--- config.mk ---
export PLATFORM = sky130hd
export DESIGN_NAME = uic_top
export DESIGN_NICKNAME = d
export VERILOG_FILES = /design/src/hdl/uic_pkg.sv /design/src/hdl/uic_bit_cell.sv /design/src/hdl/uic_wb_decode.sv /design/src/hdl/uic_top.sv
export VERILOG_INCLUDE_DIRS = /design/src /design/src/hdl
export SDC_FILE = /design/constraint.sdc
export NUM_CORES = 1
export LEC_CHECK = 0
export BUFFER_PORTS_ARGS = -buffer_cell sky130_fd_sc_hd__buf_2
export CAP_MARGIN = 10
export CORE_ASPECT_RATIO = 1.75
export CORE_UTILIZATION = 45
export DETAILED_ROUTE_END_ITERATION = 10
export GPL_TIMING_DRIVEN = 0
export PLACE_DENSITY_LB_ADDON = 0.2
export SYNTH_ARGS = -nofsm -noshare
export SYNTH_HDL_FRONTEND = slang
export SYNTH_SLANG_ARGS = --single-unit
--- constraint.sdc ---
create_clock -name sys_clk -period 2.5 [get_ports sys_clk]
set_input_delay 0.125 -clock sys_clk [delete_from_list [all_inputs] [get_ports sys_clk]]
set_output_delay 0.125 -clock sys_clk [all_outputs]
set_load 0.005 [all_outputs]
--- src/hdl/uic_cfg.svh ---
/*
 * register offsets, field positions and reset values of the usb interrupt
 * clear and mask block. assumes a 16-bit classic wishbone slave, byte
 * addressed, one aligned word per register.
 */
`ifndef UIC_CFG_SVH
`define UIC_CFG_SVH

// ****************************************************************
// register byte offsets
// ****************************************************************
`define UIC_OFS_SRC_STATUS_EP 6'h00
`define UIC_OFS_SRC_STATUS_CORE 6'h04
`define UIC_OFS_SRC_CLEAR_EP 6'h08
`define UIC_OFS_SRC_CLEAR_CORE 6'h0C
`define UIC_OFS_MASK_EP 6'h10
`define UIC_OFS_MASK_CORE 6'h14
`define UIC_OFS_MASK_SET_EP 6'h18
`define UIC_OFS_MASK_SET_CORE 6'h1C
`define UIC_OFS_MASK_CLR_EP 6'h20
`define UIC_OFS_MASK_CLR_CORE 6'h24
`define UIC_OFS_MASKED_EP 6'h28
`define UIC_OFS_MASKED_CORE 6'h2C

// ****************************************************************
// field layout and reset values
// ****************************************************************
`define UIC_EP_VALID 16'h1F1F
`define UIC_CORE_VALID 16'h01FF
`define UIC_SRC_RESET 16'h0000
`define UIC_MASK_RESET 16'h0000

`endif

--- src/hdl/uic_pkg.sv ---
/*
 * types shared by the usb interrupt clear and mask block.
 * assumes uic_cfg.svh is included by the users of the constants.
 */
package uic_pkg;

    // ****************************************************************
    // register selector
    // ****************************************************************
    typedef enum logic [3:0] {
        SEL_SRC_EP,
        SEL_SRC_CORE,
        SEL_CLR_EP,
        SEL_CLR_CORE,
        SEL_MSK_EP,
        SEL_MSK_CORE,
        SEL_MSET_EP,
        SEL_MSET_CORE,
        SEL_MCLR_EP,
        SEL_MCLR_CORE,
        SEL_MASKED_EP,
        SEL_MASKED_CORE,
        SEL_NONE
    } uic_sel_t;

endpackage

--- src/hdl/uic_bit_cell.sv ---
/*
 * one bit of the pending source and enable pair.
 * assumes all strobes are one-cycle pulses on sys_clk.
 */
module uic_bit_cell (
    // clock and reset
    input wire logic sys_clk,
    input wire logic rst,
    // event and software strobes
    input wire logic event_in,
    input wire logic src_clear,
    input wire logic mask_set,
    input wire logic mask_clear,
    // state
    output logic src_out,
    output logic mask_out
);

    typedef struct packed {
        logic src;
        logic mask;
    } uic_cell_t;

    uic_cell_t cur_ff;
    uic_cell_t nxt_cur;

    // next state: event wins over clear, set wins over clear for the mask
    always_comb begin
        nxt_cur = cur_ff;
        if (src_clear) begin
            nxt_cur.src = 1'b0;
        end
        if (event_in) begin
            nxt_cur.src = 1'b1;
        end
        if (mask_clear) begin
            nxt_cur.mask = 1'b0;
        end
        if (mask_set) begin
            nxt_cur.mask = 1'b1;
        end
    end

    // state register
    always_ff @(posedge sys_clk) begin
        if (rst) begin
            cur_ff <= '0;
        end else begin
            cur_ff <= nxt_cur;
        end
    end

    assign src_out = cur_ff.src;
    assign mask_out = cur_ff.mask;

endmodule

--- src/hdl/uic_wb_decode.sv ---
/*
 * address decoder of the wishbone slave.
 * assumes byte addresses of six bits.
 */
`include "uic_cfg.svh"
module uic_wb_decode (
    // address
    input wire logic [5:0] adr,
    // selector
    output uic_pkg::uic_sel_t sel
);

    // offset to register selector
    always_comb begin
        case (adr)
            `UIC_OFS_SRC_STATUS_EP: sel = uic_pkg::SEL_SRC_EP;
            `UIC_OFS_SRC_STATUS_CORE: sel = uic_pkg::SEL_SRC_CORE;
            `UIC_OFS_SRC_CLEAR_EP: sel = uic_pkg::SEL_CLR_EP;
            `UIC_OFS_SRC_CLEAR_CORE: sel = uic_pkg::SEL_CLR_CORE;
            `UIC_OFS_MASK_EP: sel = uic_pkg::SEL_MSK_EP;
            `UIC_OFS_MASK_CORE: sel = uic_pkg::SEL_MSK_CORE;
            `UIC_OFS_MASK_SET_EP: sel = uic_pkg::SEL_MSET_EP;
            `UIC_OFS_MASK_SET_CORE: sel = uic_pkg::SEL_MSET_CORE;
            `UIC_OFS_MASK_CLR_EP: sel = uic_pkg::SEL_MCLR_EP;
            `UIC_OFS_MASK_CLR_CORE: sel = uic_pkg::SEL_MCLR_CORE;
            `UIC_OFS_MASKED_EP: sel = uic_pkg::SEL_MASKED_EP;
            `UIC_OFS_MASKED_CORE: sel = uic_pkg::SEL_MASKED_CORE;
            default: sel = uic_pkg::SEL_NONE;
        endcase
    end

endmodule

--- src/hdl/uic_top.sv ---
/*
 * usb interrupt clear and mask logic: pending sources, enable masks,
 * set and clear aliases, masked status and one level interrupt.
 * assumes a classic wishbone master on sys_clk and event pulses from
 * the core on sys_clk.
 */
`include "uic_cfg.svh"
module uic_top (
    // clock and reset
    input wire logic sys_clk,
    input wire logic rst,
    // wishbone slave
    input wire logic wb_cyc_i,
    input wire logic wb_stb_i,
    input wire logic wb_we_i,
    input wire logic [5:0] wb_adr_i,
    input wire logic [1:0] wb_sel_i,
    input wire logic [15:0] wb_dat_i,
    output logic [15:0] wb_dat_o,
    output logic wb_ack_o,
    output logic wb_err_o,
    // core event pulses, one bit per source position
    input wire logic [15:0] ep_event,
    input wire logic [15:0] core_event,
    // interrupt
    output logic irq
);

    typedef struct packed {
        logic ack;
        logic err;
        logic [15:0] dat;
    } uic_bus_t;

    uic_bus_t bus_ff;
    uic_bus_t nxt_bus;
    uic_pkg::uic_sel_t sel;
    logic [31:0] src_all;
    logic [31:0] mask_all;
    logic [31:0] valid_all;
    logic [31:0] event_all;
    logic [31:0] wr_src_clr;
    logic [31:0] wr_mask_set;
    logic [31:0] wr_mask_clr;
    logic [15:0] wdata;
    logic req;
    logic wr_go;

    // ****************************************************************
    // bus request
    // ****************************************************************
    uic_wb_decode u_dec (
        .adr(wb_adr_i),
        .sel(sel)
    );

    // new request only when no answer is standing
    assign req = wb_cyc_i & wb_stb_i & ~bus_ff.ack & ~bus_ff.err;
    assign wr_go = req & wb_we_i & (sel != uic_pkg::SEL_NONE);
    // byte lanes mask written data
    assign wdata = wb_dat_i & {{8{wb_sel_i[1]}}, {8{wb_sel_i[0]}}};

    // strobes per bit; zero bits and reserved bits do nothing
    always_comb begin
        wr_src_clr = '0;
        wr_mask_set = '0;
        wr_mask_clr = '0;
        if (wr_go) begin
            case (sel)
                uic_pkg::SEL_CLR_EP: wr_src_clr[15:0] = wdata;
                uic_pkg::SEL_CLR_CORE: wr_src_clr[31:16] = wdata;
                uic_pkg::SEL_MSET_EP: wr_mask_set[15:0] = wdata;
                uic_pkg::SEL_MSET_CORE: wr_mask_set[31:16] = wdata;
                uic_pkg::SEL_MCLR_EP: wr_mask_clr[15:0] = wdata;
                uic_pkg::SEL_MCLR_CORE: wr_mask_clr[31:16] = wdata;
                default: begin
                end
            endcase
        end
    end

    // ****************************************************************
    // source and mask cells
    // ****************************************************************
    // ep and core sources have separate valid masks, packed into one 32-bit layout with core in the upper half
    // the generate below needs the layout as an elaboration-time constant
    localparam logic [31:0] VALID_LAYOUT = {`UIC_CORE_VALID, `UIC_EP_VALID};
    assign valid_all = VALID_LAYOUT;
    assign event_all = {core_event, ep_event};

    // only valid positions get a cell; mask bit shares the source index
    generate
        for (genvar i = 0; i < 32; i++) begin : g_bit
            if (VALID_LAYOUT[i]) begin : g_cell
                uic_bit_cell u_cell (
                    .sys_clk(sys_clk),
                    .rst(rst),
                    .event_in(event_all[i]),
                    .src_clear(wr_src_clr[i]),
                    .mask_set(wr_mask_set[i]),
                    .mask_clear(wr_mask_clr[i]),
                    .src_out(src_all[i]),
                    .mask_out(mask_all[i])
                );
            end else begin : g_none
                assign src_all[i] = 1'b0;
                assign mask_all[i] = 1'b0;
            end
        end
    endgenerate

    // ****************************************************************
    // read mux and answer
    // ****************************************************************
    // reads of aliases return live state; mask register ignores writes
    always_comb begin
        nxt_bus = '0;
        if (req) begin
            nxt_bus.ack = (sel != uic_pkg::SEL_NONE);
            nxt_bus.err = (sel == uic_pkg::SEL_NONE);
            case (sel)
                uic_pkg::SEL_SRC_EP: nxt_bus.dat = src_all[15:0];
                uic_pkg::SEL_SRC_CORE: nxt_bus.dat = src_all[31:16];
                uic_pkg::SEL_CLR_EP: nxt_bus.dat = src_all[15:0];
                uic_pkg::SEL_CLR_CORE: nxt_bus.dat = src_all[31:16];
                uic_pkg::SEL_MSK_EP: nxt_bus.dat = mask_all[15:0];
                uic_pkg::SEL_MSK_CORE: nxt_bus.dat = mask_all[31:16];
                uic_pkg::SEL_MSET_EP: nxt_bus.dat = mask_all[15:0];
                uic_pkg::SEL_MSET_CORE: nxt_bus.dat = mask_all[31:16];
                uic_pkg::SEL_MCLR_EP: nxt_bus.dat = mask_all[15:0];
                uic_pkg::SEL_MCLR_CORE: nxt_bus.dat = mask_all[31:16];
                uic_pkg::SEL_MASKED_EP: nxt_bus.dat = src_all[15:0] & mask_all[15:0];
                uic_pkg::SEL_MASKED_CORE: nxt_bus.dat = src_all[31:16] & mask_all[31:16];
                default: nxt_bus.dat = 16'h0000;
            endcase
        end
    end

    // answer register
    always_ff @(posedge sys_clk) begin
        if (rst) begin
            bus_ff <= '0;
        end else begin
            bus_ff <= nxt_bus;
        end
    end

    assign wb_ack_o = bus_ff.ack;
    assign wb_err_o = bus_ff.err;
    assign wb_dat_o = bus_ff.dat;
    // level interrupt from masked sources only
    assign irq = |(src_all & mask_all);

    // ****************************************************************
    // assertions
    // ****************************************************************
    a_clear_ep_works: assert property (@(posedge sys_clk) disable iff (rst)
        (wr_go && sel == uic_pkg::SEL_CLR_EP && wdata[0] && !ep_event[0])
        |=> !src_all[0]) else $error("ep source not cleared");
    a_clear_tx_works: assert property (@(posedge sys_clk) disable iff (rst)
        (wr_go && sel == uic_pkg::SEL_CLR_EP && wdata[4] && !ep_event[4])
        |=> !src_all[4]) else $error("tx source not cleared");
    a_clear_core_works: assert property (@(posedge sys_clk) disable iff (rst)
        (wr_go && sel == uic_pkg::SEL_CLR_CORE && wdata[8] && !core_event[8])
        |=> !src_all[24]) else $error("core source not cleared");
    a_clear_reads_src: assert property (@(posedge sys_clk) disable iff (rst)
        (req && !wb_we_i && sel == uic_pkg::SEL_CLR_EP)
        |=> wb_ack_o && wb_dat_o == $past(src_all[15:0])) else $error("bad clear read");
    a_event_wins: assert property (@(posedge sys_clk) disable iff (rst)
        ep_event[9] |=> src_all[9]) else $error("event lost");
    a_mask_set_bit: assert property (@(posedge sys_clk) disable iff (rst)
        (wr_go && sel == uic_pkg::SEL_MSET_CORE && wdata[0])
        |=> mask_all[16]) else $error("mask not set");
    a_mask_clr_bit: assert property (@(posedge sys_clk) disable iff (rst)
        (wr_go && sel == uic_pkg::SEL_MCLR_EP && wdata[12] && !wr_mask_set[12])
        |=> !mask_all[12]) else $error("mask not cleared");
    a_mask_ro: assert property (@(posedge sys_clk) disable iff (rst)
        (wr_go && (sel == uic_pkg::SEL_MSK_EP || sel == uic_pkg::SEL_MSK_CORE))
        |=> mask_all == $past(mask_all)) else $error("mask written directly");
    a_reserved_zero: assert property (@(posedge sys_clk) disable iff (rst)
        (src_all & ~valid_all) == 32'h0 && (mask_all & ~valid_all) == 32'h0)
        else $error("reserved bit set");
    a_irq_level: assert property (@(posedge sys_clk) disable iff (rst)
        (src_all[1] && mask_all[1]) |-> irq) else $error("irq missing");
    a_ack_drops: assert property (@(posedge sys_clk) disable iff (rst)
        wb_ack_o |=> !wb_ack_o) else $error("ack held");

    c_irq_raised: cover property (@(posedge sys_clk) disable iff (rst) $rose(irq));
    c_clear_write: cover property (@(posedge sys_clk) disable iff (rst)
        wr_go && sel == uic_pkg::SEL_CLR_CORE);
    c_mask_set: cover property (@(posedge sys_clk) disable iff (rst) |wr_mask_set);
    c_unmapped: cover property (@(posedge sys_clk) disable iff (rst) wb_err_o);

endmodule

; Word-level counts from Yosys, hierarchy flattened
; Cells that the tools add are included.
[word_totals]
reg_bits = 56
elab_cells = 210
in_bits = 61
[op_classes]
bitwise = 12
n_mux = 87
n_eq_ne = 24
n_reduce_logical = 46
[op_table]
columns = cell, count
row1 = one-hot mux 13 bit (6 select lines), 1
row2 = two-way mux 1 bit, 76
row3 = nonzero test 2 bit, 38
row4 = two-way mux 25 bit, 3
row5 = two-way mux 16 bit, 3
row6 = one-hot mux 4 bit (12 select lines), 1
row7 = OR reduction 32 bit, 1
row8 = two-way mux 9 bit, 3
row9 = bitwise AND 25 bit, 1
row10 = == test 6 x 5 -> 1 bit (second input constant), 4
row11 = == test 6 bit (second input constant), 4
row12 = == test 4 bit (second input constant), 5
row13 = bitwise AND 16 bit, 1
row14 = == test 4 x 3 -> 1 bit (second input constant), 4
row15 = bitwise AND 13 bit, 1
row16 = == test 6 x 4 -> 1 bit (second input constant), 2
row17 = bitwise AND 9 bit, 1
row18 = == test 4 x 2 -> 1 bit (second input constant), 2
row19 = == test 6 x 3 -> 1 bit (second input constant), 1
row20 = zero test 6 bit, 1
row21 = OR reduction 2 bit, 3
row22 = OR reduction 3 bit, 2
row23 = bitwise AND 1 bit, 5
row24 = == test 4 x 1 -> 1 bit (second input constant), 1
row25 = 3 further kinds, 5

; Longest topological paths before layout
[depth]
depth_word = 8
mapped_depth = 10
depth_no_buf = 8

; Hierarchy
; Synthesis repeated with hierarchy kept, for this count alone.
[unflattened]
cells_unflattened = 382
hier_area_um2 = 2825.2
[by_module_without_submodules]
columns = mod, area_per_inst_um2, cells_per_inst, instances, seq_area_each_um2
row1 = uic_top, 1456.4, 225, 1, 300.3
row2 = uic_bit_cell, 70.1, 8, 19, 40.0
row3 = uic_wb_decode, 37.5, 5, 1, 0.0

; Least setup slack after synthesis
; Ideal clock, no wire load.
[synth_timing]
path_type = input-to-reg
from = input wb_adr_i[1]
to = register g_bit[21].g_cell.u_cell.cur_ff (netlist bit g_bit[21].g_cell.u_cell.mask_out)
required_time_ps = 2368
slack_ps = -117
arrival_time_ps = 2485
path_stages = 10
path_cell_list = buf_2 > or2_2 > nor3b_1 > inv_1 > ha_1 > maj3_2 > or4b_1 > clkbuf_2 > o31ai_1 > a21oi_1
[synth_via]
elab_chain_cells = 6
word_cells_on_any_way = 23
classes_between = eq/ne: 14 / mux: 6 / bitwise: 1 / reduce/logical: 2
[synth_rtl]
columns = item, line_no
row1 = "start, declared", uic_top.sv:16  ; input wire logic [5:0] wb_adr_i,
row2 = == test 6 bit (tied with other cells), uic_wb_decode.sv:15  ; case (adr)
row3 = one-hot mux 4 bit (12 select lines) *, uic_wb_decode.sv:15
row4 = == test 4 x 3 -> 1 bit (tied with other cells), uic_top.sv:69  ; case (sel)
row5 = two-way mux 9 bit or bitwise AND 1 bit (tied branches), "uic_top.sv:69, uic_top.sv:59"
row6 = two-way mux 25 bit, uic_top.sv:68  ; if (wr_go) begin
row7 = two-way mux 1 bit or nonzero test 2 bit (tied branches), --
row8 = "end signal, assigned", uic_bit_cell.sv:49  ; cur_ff <= nxt_cur;
row9 = "end, declared", uic_bit_cell.sv:24  ; uic_cell_t cur_ff;
; Mark *: on every way between the ends. The rest lies on a longest branch, timed or not.
; A chain may end at the register's enable or synchronous reset.

; Worst setup path in the final report
[layout_timing]
from = input wb_adr_i[1]
to = register bus_ff (netlist bit wb_dat_o[1])
[layout_via]
elab_chain_cells = 5
word_cells_on_any_way = 30
classes_between = eq/ne: 22 / mux: 2 / reduce/logical: 6
[layout_rtl]
columns = item, line_no
row1 = == test 6 bit (tied with other cells), uic_wb_decode.sv:15
row2 = one-hot mux 4 bit (12 select lines) *, uic_wb_decode.sv:15
row3 = == test 4 bit (tied with other cells), uic_top.sv:121  ; case (sel)
row4 = OR reduction 3 bit (no line) or OR reduction 2 bit (tied branches), --
row5 = one-hot mux 13 bit (6 select lines) *, uic_top.sv:121
row6 = "end signal, assigned", uic_top.sv:144  ; bus_ff <= nxt_bus;
row7 = "end, declared", uic_top.sv:35  ; uic_bus_t bus_ff;
; Marked as above.

==> key figures <==
Outcome
  • Outcome: completed

Cells and area
  • Final Non-Filler Cells: 474
  • Area added between synthesis and finish: 18.1%
  • Antenna Cells: 0
  • Share of cells above drive strength 1: 22.5%
  • Final core utilization: 54.8%
  • Nets: between 400 and 500

Worst hold path
  • HP Start: wb_dat_i[11]
  • Worst Hold Class: in2reg
  • Hold Crit Depth: 2
  • Hold Path Sink: g_bit[11].g_cell.u_cell.src_out

Routing
  • Detailed-route via count: about 2,900
  • Met3 Wirelength: 605 um
  • Metal-1 WL: 3210 um
  • Wire length per cell: around 18 um
  • Final wirelength: between 8000 and 9000 um
  • DRT antenna net count: 0
  • Vias/cell: between 6 and 7
  • Uppermost layer routed: met4
  • 1st-iter DRT viols: between 200 and 300
  • TritonRoute pass-1 iters: 5
  • Routed wire length on met2: 4300 um
  • Drt drc: 0

Critical path
  • Crit path kind: in2reg
  • Crit end category: flip-flop
  • CP Launch Type: input pin
  • Reg2reg end: wb_dat_o[1]
  • Worst EP arrival: between 2000 and 3000 ps
  • Minimum setup slack among reg-to-reg paths: ~160 ps
  • R2R depth: 5
  • Crit Reg-Reg Startpoint: wb_ack_o
  • CP Max Fanout: 9
  • Data required time of the worst path: ~2700 ps

CTS
  • Clk_lat worst skew: 320 ps
  • Clock buffer depth: 2
  • CTS sink cnt: 53
  • H-tree lvl count: 2
  • Hold buffers post-CTS: 0
  • Root buffer cell: clkbuf_8
  • CTS tree: yes
  • CTS buffer count: 5
  • Clock slew at reported path FFs: around 90 ps

Floorplanning
  • Io pins: 80
  • Row count: 37
  • Chip height: approximately 100 um
  • Initial Util: 46.4%
  • Total core area: 5830 um^2
  • Die width: 60.7 um
  • Die ar.: approximately 6300 um^2

Global route
  • Initial antenna violation count: 0
  • First-pass GRT wire length: 13,500 um
  • Largest net degree at the start of global routing: 17
  • Tot GR Track Use: 28.4%
  • Overflow after GRT: 0
  • Vias in the first global route: ~2,800

Timing
  • Hold_ws: approximately 27 ps
  • Final Critical Period: roughly 2400 ps
  • Max Slew Vio Count: 0
  • Final hold vios: 0
  • F_max: slightly above 0.4 GHz
  • Fin crit share: 97.4%
  • Worst Skew: 9.51 ps
  • TNS Setup: 0 ps
  • Final Setup Violations: 0
  • RSZ-0062 raised after global routing: true
  • Worst-Margin Slew: 1140 ps
  • Slew HR: between 20% and 30%

Logic synthesis
  • Top FF cell, synth: dfxtp_1
  • Largest area contributor in the netlist: dfxtp_1
  • Asr flop ratio synth: 0%
  • Post-synth EDFFs: 0
  • Mapped Avg Cell Area: 8.21 um^2
  • Syn Std Cell Area: 2710 um^2
  • Post-synth cell types: 50
  • Synth Instances: 330
  • Area contributors post-synth: dfxtp_1, nand3_1, a311oi_1
  • Area fraction of the dominant cell type after synthesis: 39.2%
  • Seq/Total Area, Yosys: around two fifths
  • Register bit count reported by yosys: 53
  • Synth warnings: 0

Placed design
  • Hpwl dp: 6140 um
  • Placed Cells: roughly 470
  • # port buffers: 55
  • RD Place Congestion: 0.924

Power and ir drop
  • Clock power share: slightly above 30%
  • PwrDens: 492 nW/um^2
  • Switching part of the total: 27.9%
  • Leak pwr: between 0.001 and 0.0015 uW
  • Cell Int Power: around 1100 uW
  • Power Total: 1570 uW
  • Combinational Power Share: around 12%
  • IR drop worst, VDD: ~0.35 mV
  • Sequential share of power: 56.6%
  • P_sw: 438 uW

Flow run
  • Max Cap Viol: 0
## what timing repair did
| action | in CTS | in global routing |
|---|---|---|
| resized for setup | 0 | 4 |
| endpoints found under the setup margin | 0 | 21 |
| buffers inserted | 0 | 0 |
## kinds of logic (layout without fill, tap and decap cells)
kind of cell / count (synthesis) / after routing / synth area share (%)
flops: 53 / 53 / 39.2
fa+ha+maj: 4 / 5 / 1.80
compound gates: 84 / 84 / 23.0
buf+inv: 45 / 108 / 7.34
mux: 6 / 6 / 2.22
other cells: 1 / 3 / 0.138
simple gates: 137 / 137 / 26.3
## per-layer routing
metal / global-route usage, % / vias to the layer above
li1: - / 1372
met1: 33.0 / 1324
met2: 47.9 / 136
met3: 4.33 / 29
met4: 14.6 / 0
met5: 0 / -
## worst max-delay path by stage
| stage | from | end | slack [ps] |
|---|---|---|---|
| 2_1_floorplan | wb_adr_i[1] | g_bit[21].g_cell.u_cell.mask_out | 6 |
| 3_3_place_gp | wb_adr_i[1] | g_bit[22].g_cell.u_cell.mask_out | -210 |
| 3_5_place_dp | wb_adr_i[1] | g_bit[23].g_cell.u_cell.mask_out | -260 |
| 4_1_cts | wb_adr_i[1] | g_bit[23].g_cell.u_cell.mask_out | 80 |
| 5_1_grt | wb_adr_i[1] | g_bit[3].g_cell.u_cell.mask_out | -7 |
| 6_report | wb_adr_i[1] | wb_dat_o[1] | 70 |
## power by group through the flow
stage,registers (uW),clock network [uW],logic (uW)
3_5_place_dp,910,0,188
2_1_floorplan,901,0,109
4_1_cts,890,493,189
6_report,890,489,194
5_1_grt,893,531,210
3_3_place_gp,908,0,183
## metrics by stage
stage	cell area [um^2]	setup WS, ps
3_3_place_gp	3100	-207
3_5_place_dp	3100	-260
6_report	3200	65.6
2_1_floorplan	2720	6.38
4_1_cts	3180	81.0
5_1_grt	3200	-7.12
## cells in the mapped netlist, types with 3 or more instances
| library cell | instances |
|---|---|
| a31oi_1 | 14 |
| nor3_1 | 6 |
| a311oi_1 | 14 |
| nand2_1 | 23 |
| buf_4 | 4 |
| clkbuf_1 | 10 |
| ha_1 | 3 |
| dfxtp_1 | 53 |
| inv_1 | 23 |
| and3_1 | 4 |
| nand3_1 | 42 |
| nor2_1 | 27 |
| mux2i_1 | 6 |
| nor4_1 | 4 |
| o31ai_1 | 4 |
| a222oi_1 | 5 |
| nand4_1 | 10 |
| o21ai_0 | 14 |
| a21oi_1 | 12 |
| buf_2 | 5 |
| o211ai_1 | 7 |
| a32o_2 | 4 |
## critical path: stages
cell and delay, ps:
buf_2 150, or2_2 360, nor3b_2 220, inv_1 90
ha_2 230, maj3_2 370, nor2_1 640, a221oi_1 190
a31oi_1 270
## flip-flops by register name (all words and copies together), names as in the netlist
signal and flops:
wb_dat_o 13, g_bit.g_cell.u_cell.mask_out 19, wb_err_o 1, g_bit.g_cell.u_cell.src_out 19, wb_ack_o 1
## layout by cell type (no fill, tap or decap), types with 5 or more instances in the layout
cell type,Yosys,final
a21oi_1,12,12
buf_2,5,60
mux2i_1,6,6
dfxtp_1,53,53
nand4_1,10,10
nand3_1,42,42
o21ai_0,14,14
o211ai_1,7,7
a31oi_1,14,14
clkbuf_8,0,5
a311oi_1,14,14
nor3_1,6,6
inv_1,23,23
a222oi_1,5,5
nand2_1,23,23
clkbuf_1,10,9
nor2_1,27,25
## area by class of cell
cell class	instances	area [um^2]
plain buffers	22	114
clock buffers	5	68.8
clock inverters	3	17.5
fillers	622	2630
inverters	23	86.3
multi-input cells	235	1480
flip-flops and latches	53	1060
well taps	78	97.6
repair buffers	55	275
Power figures use the tool's default switching activity.
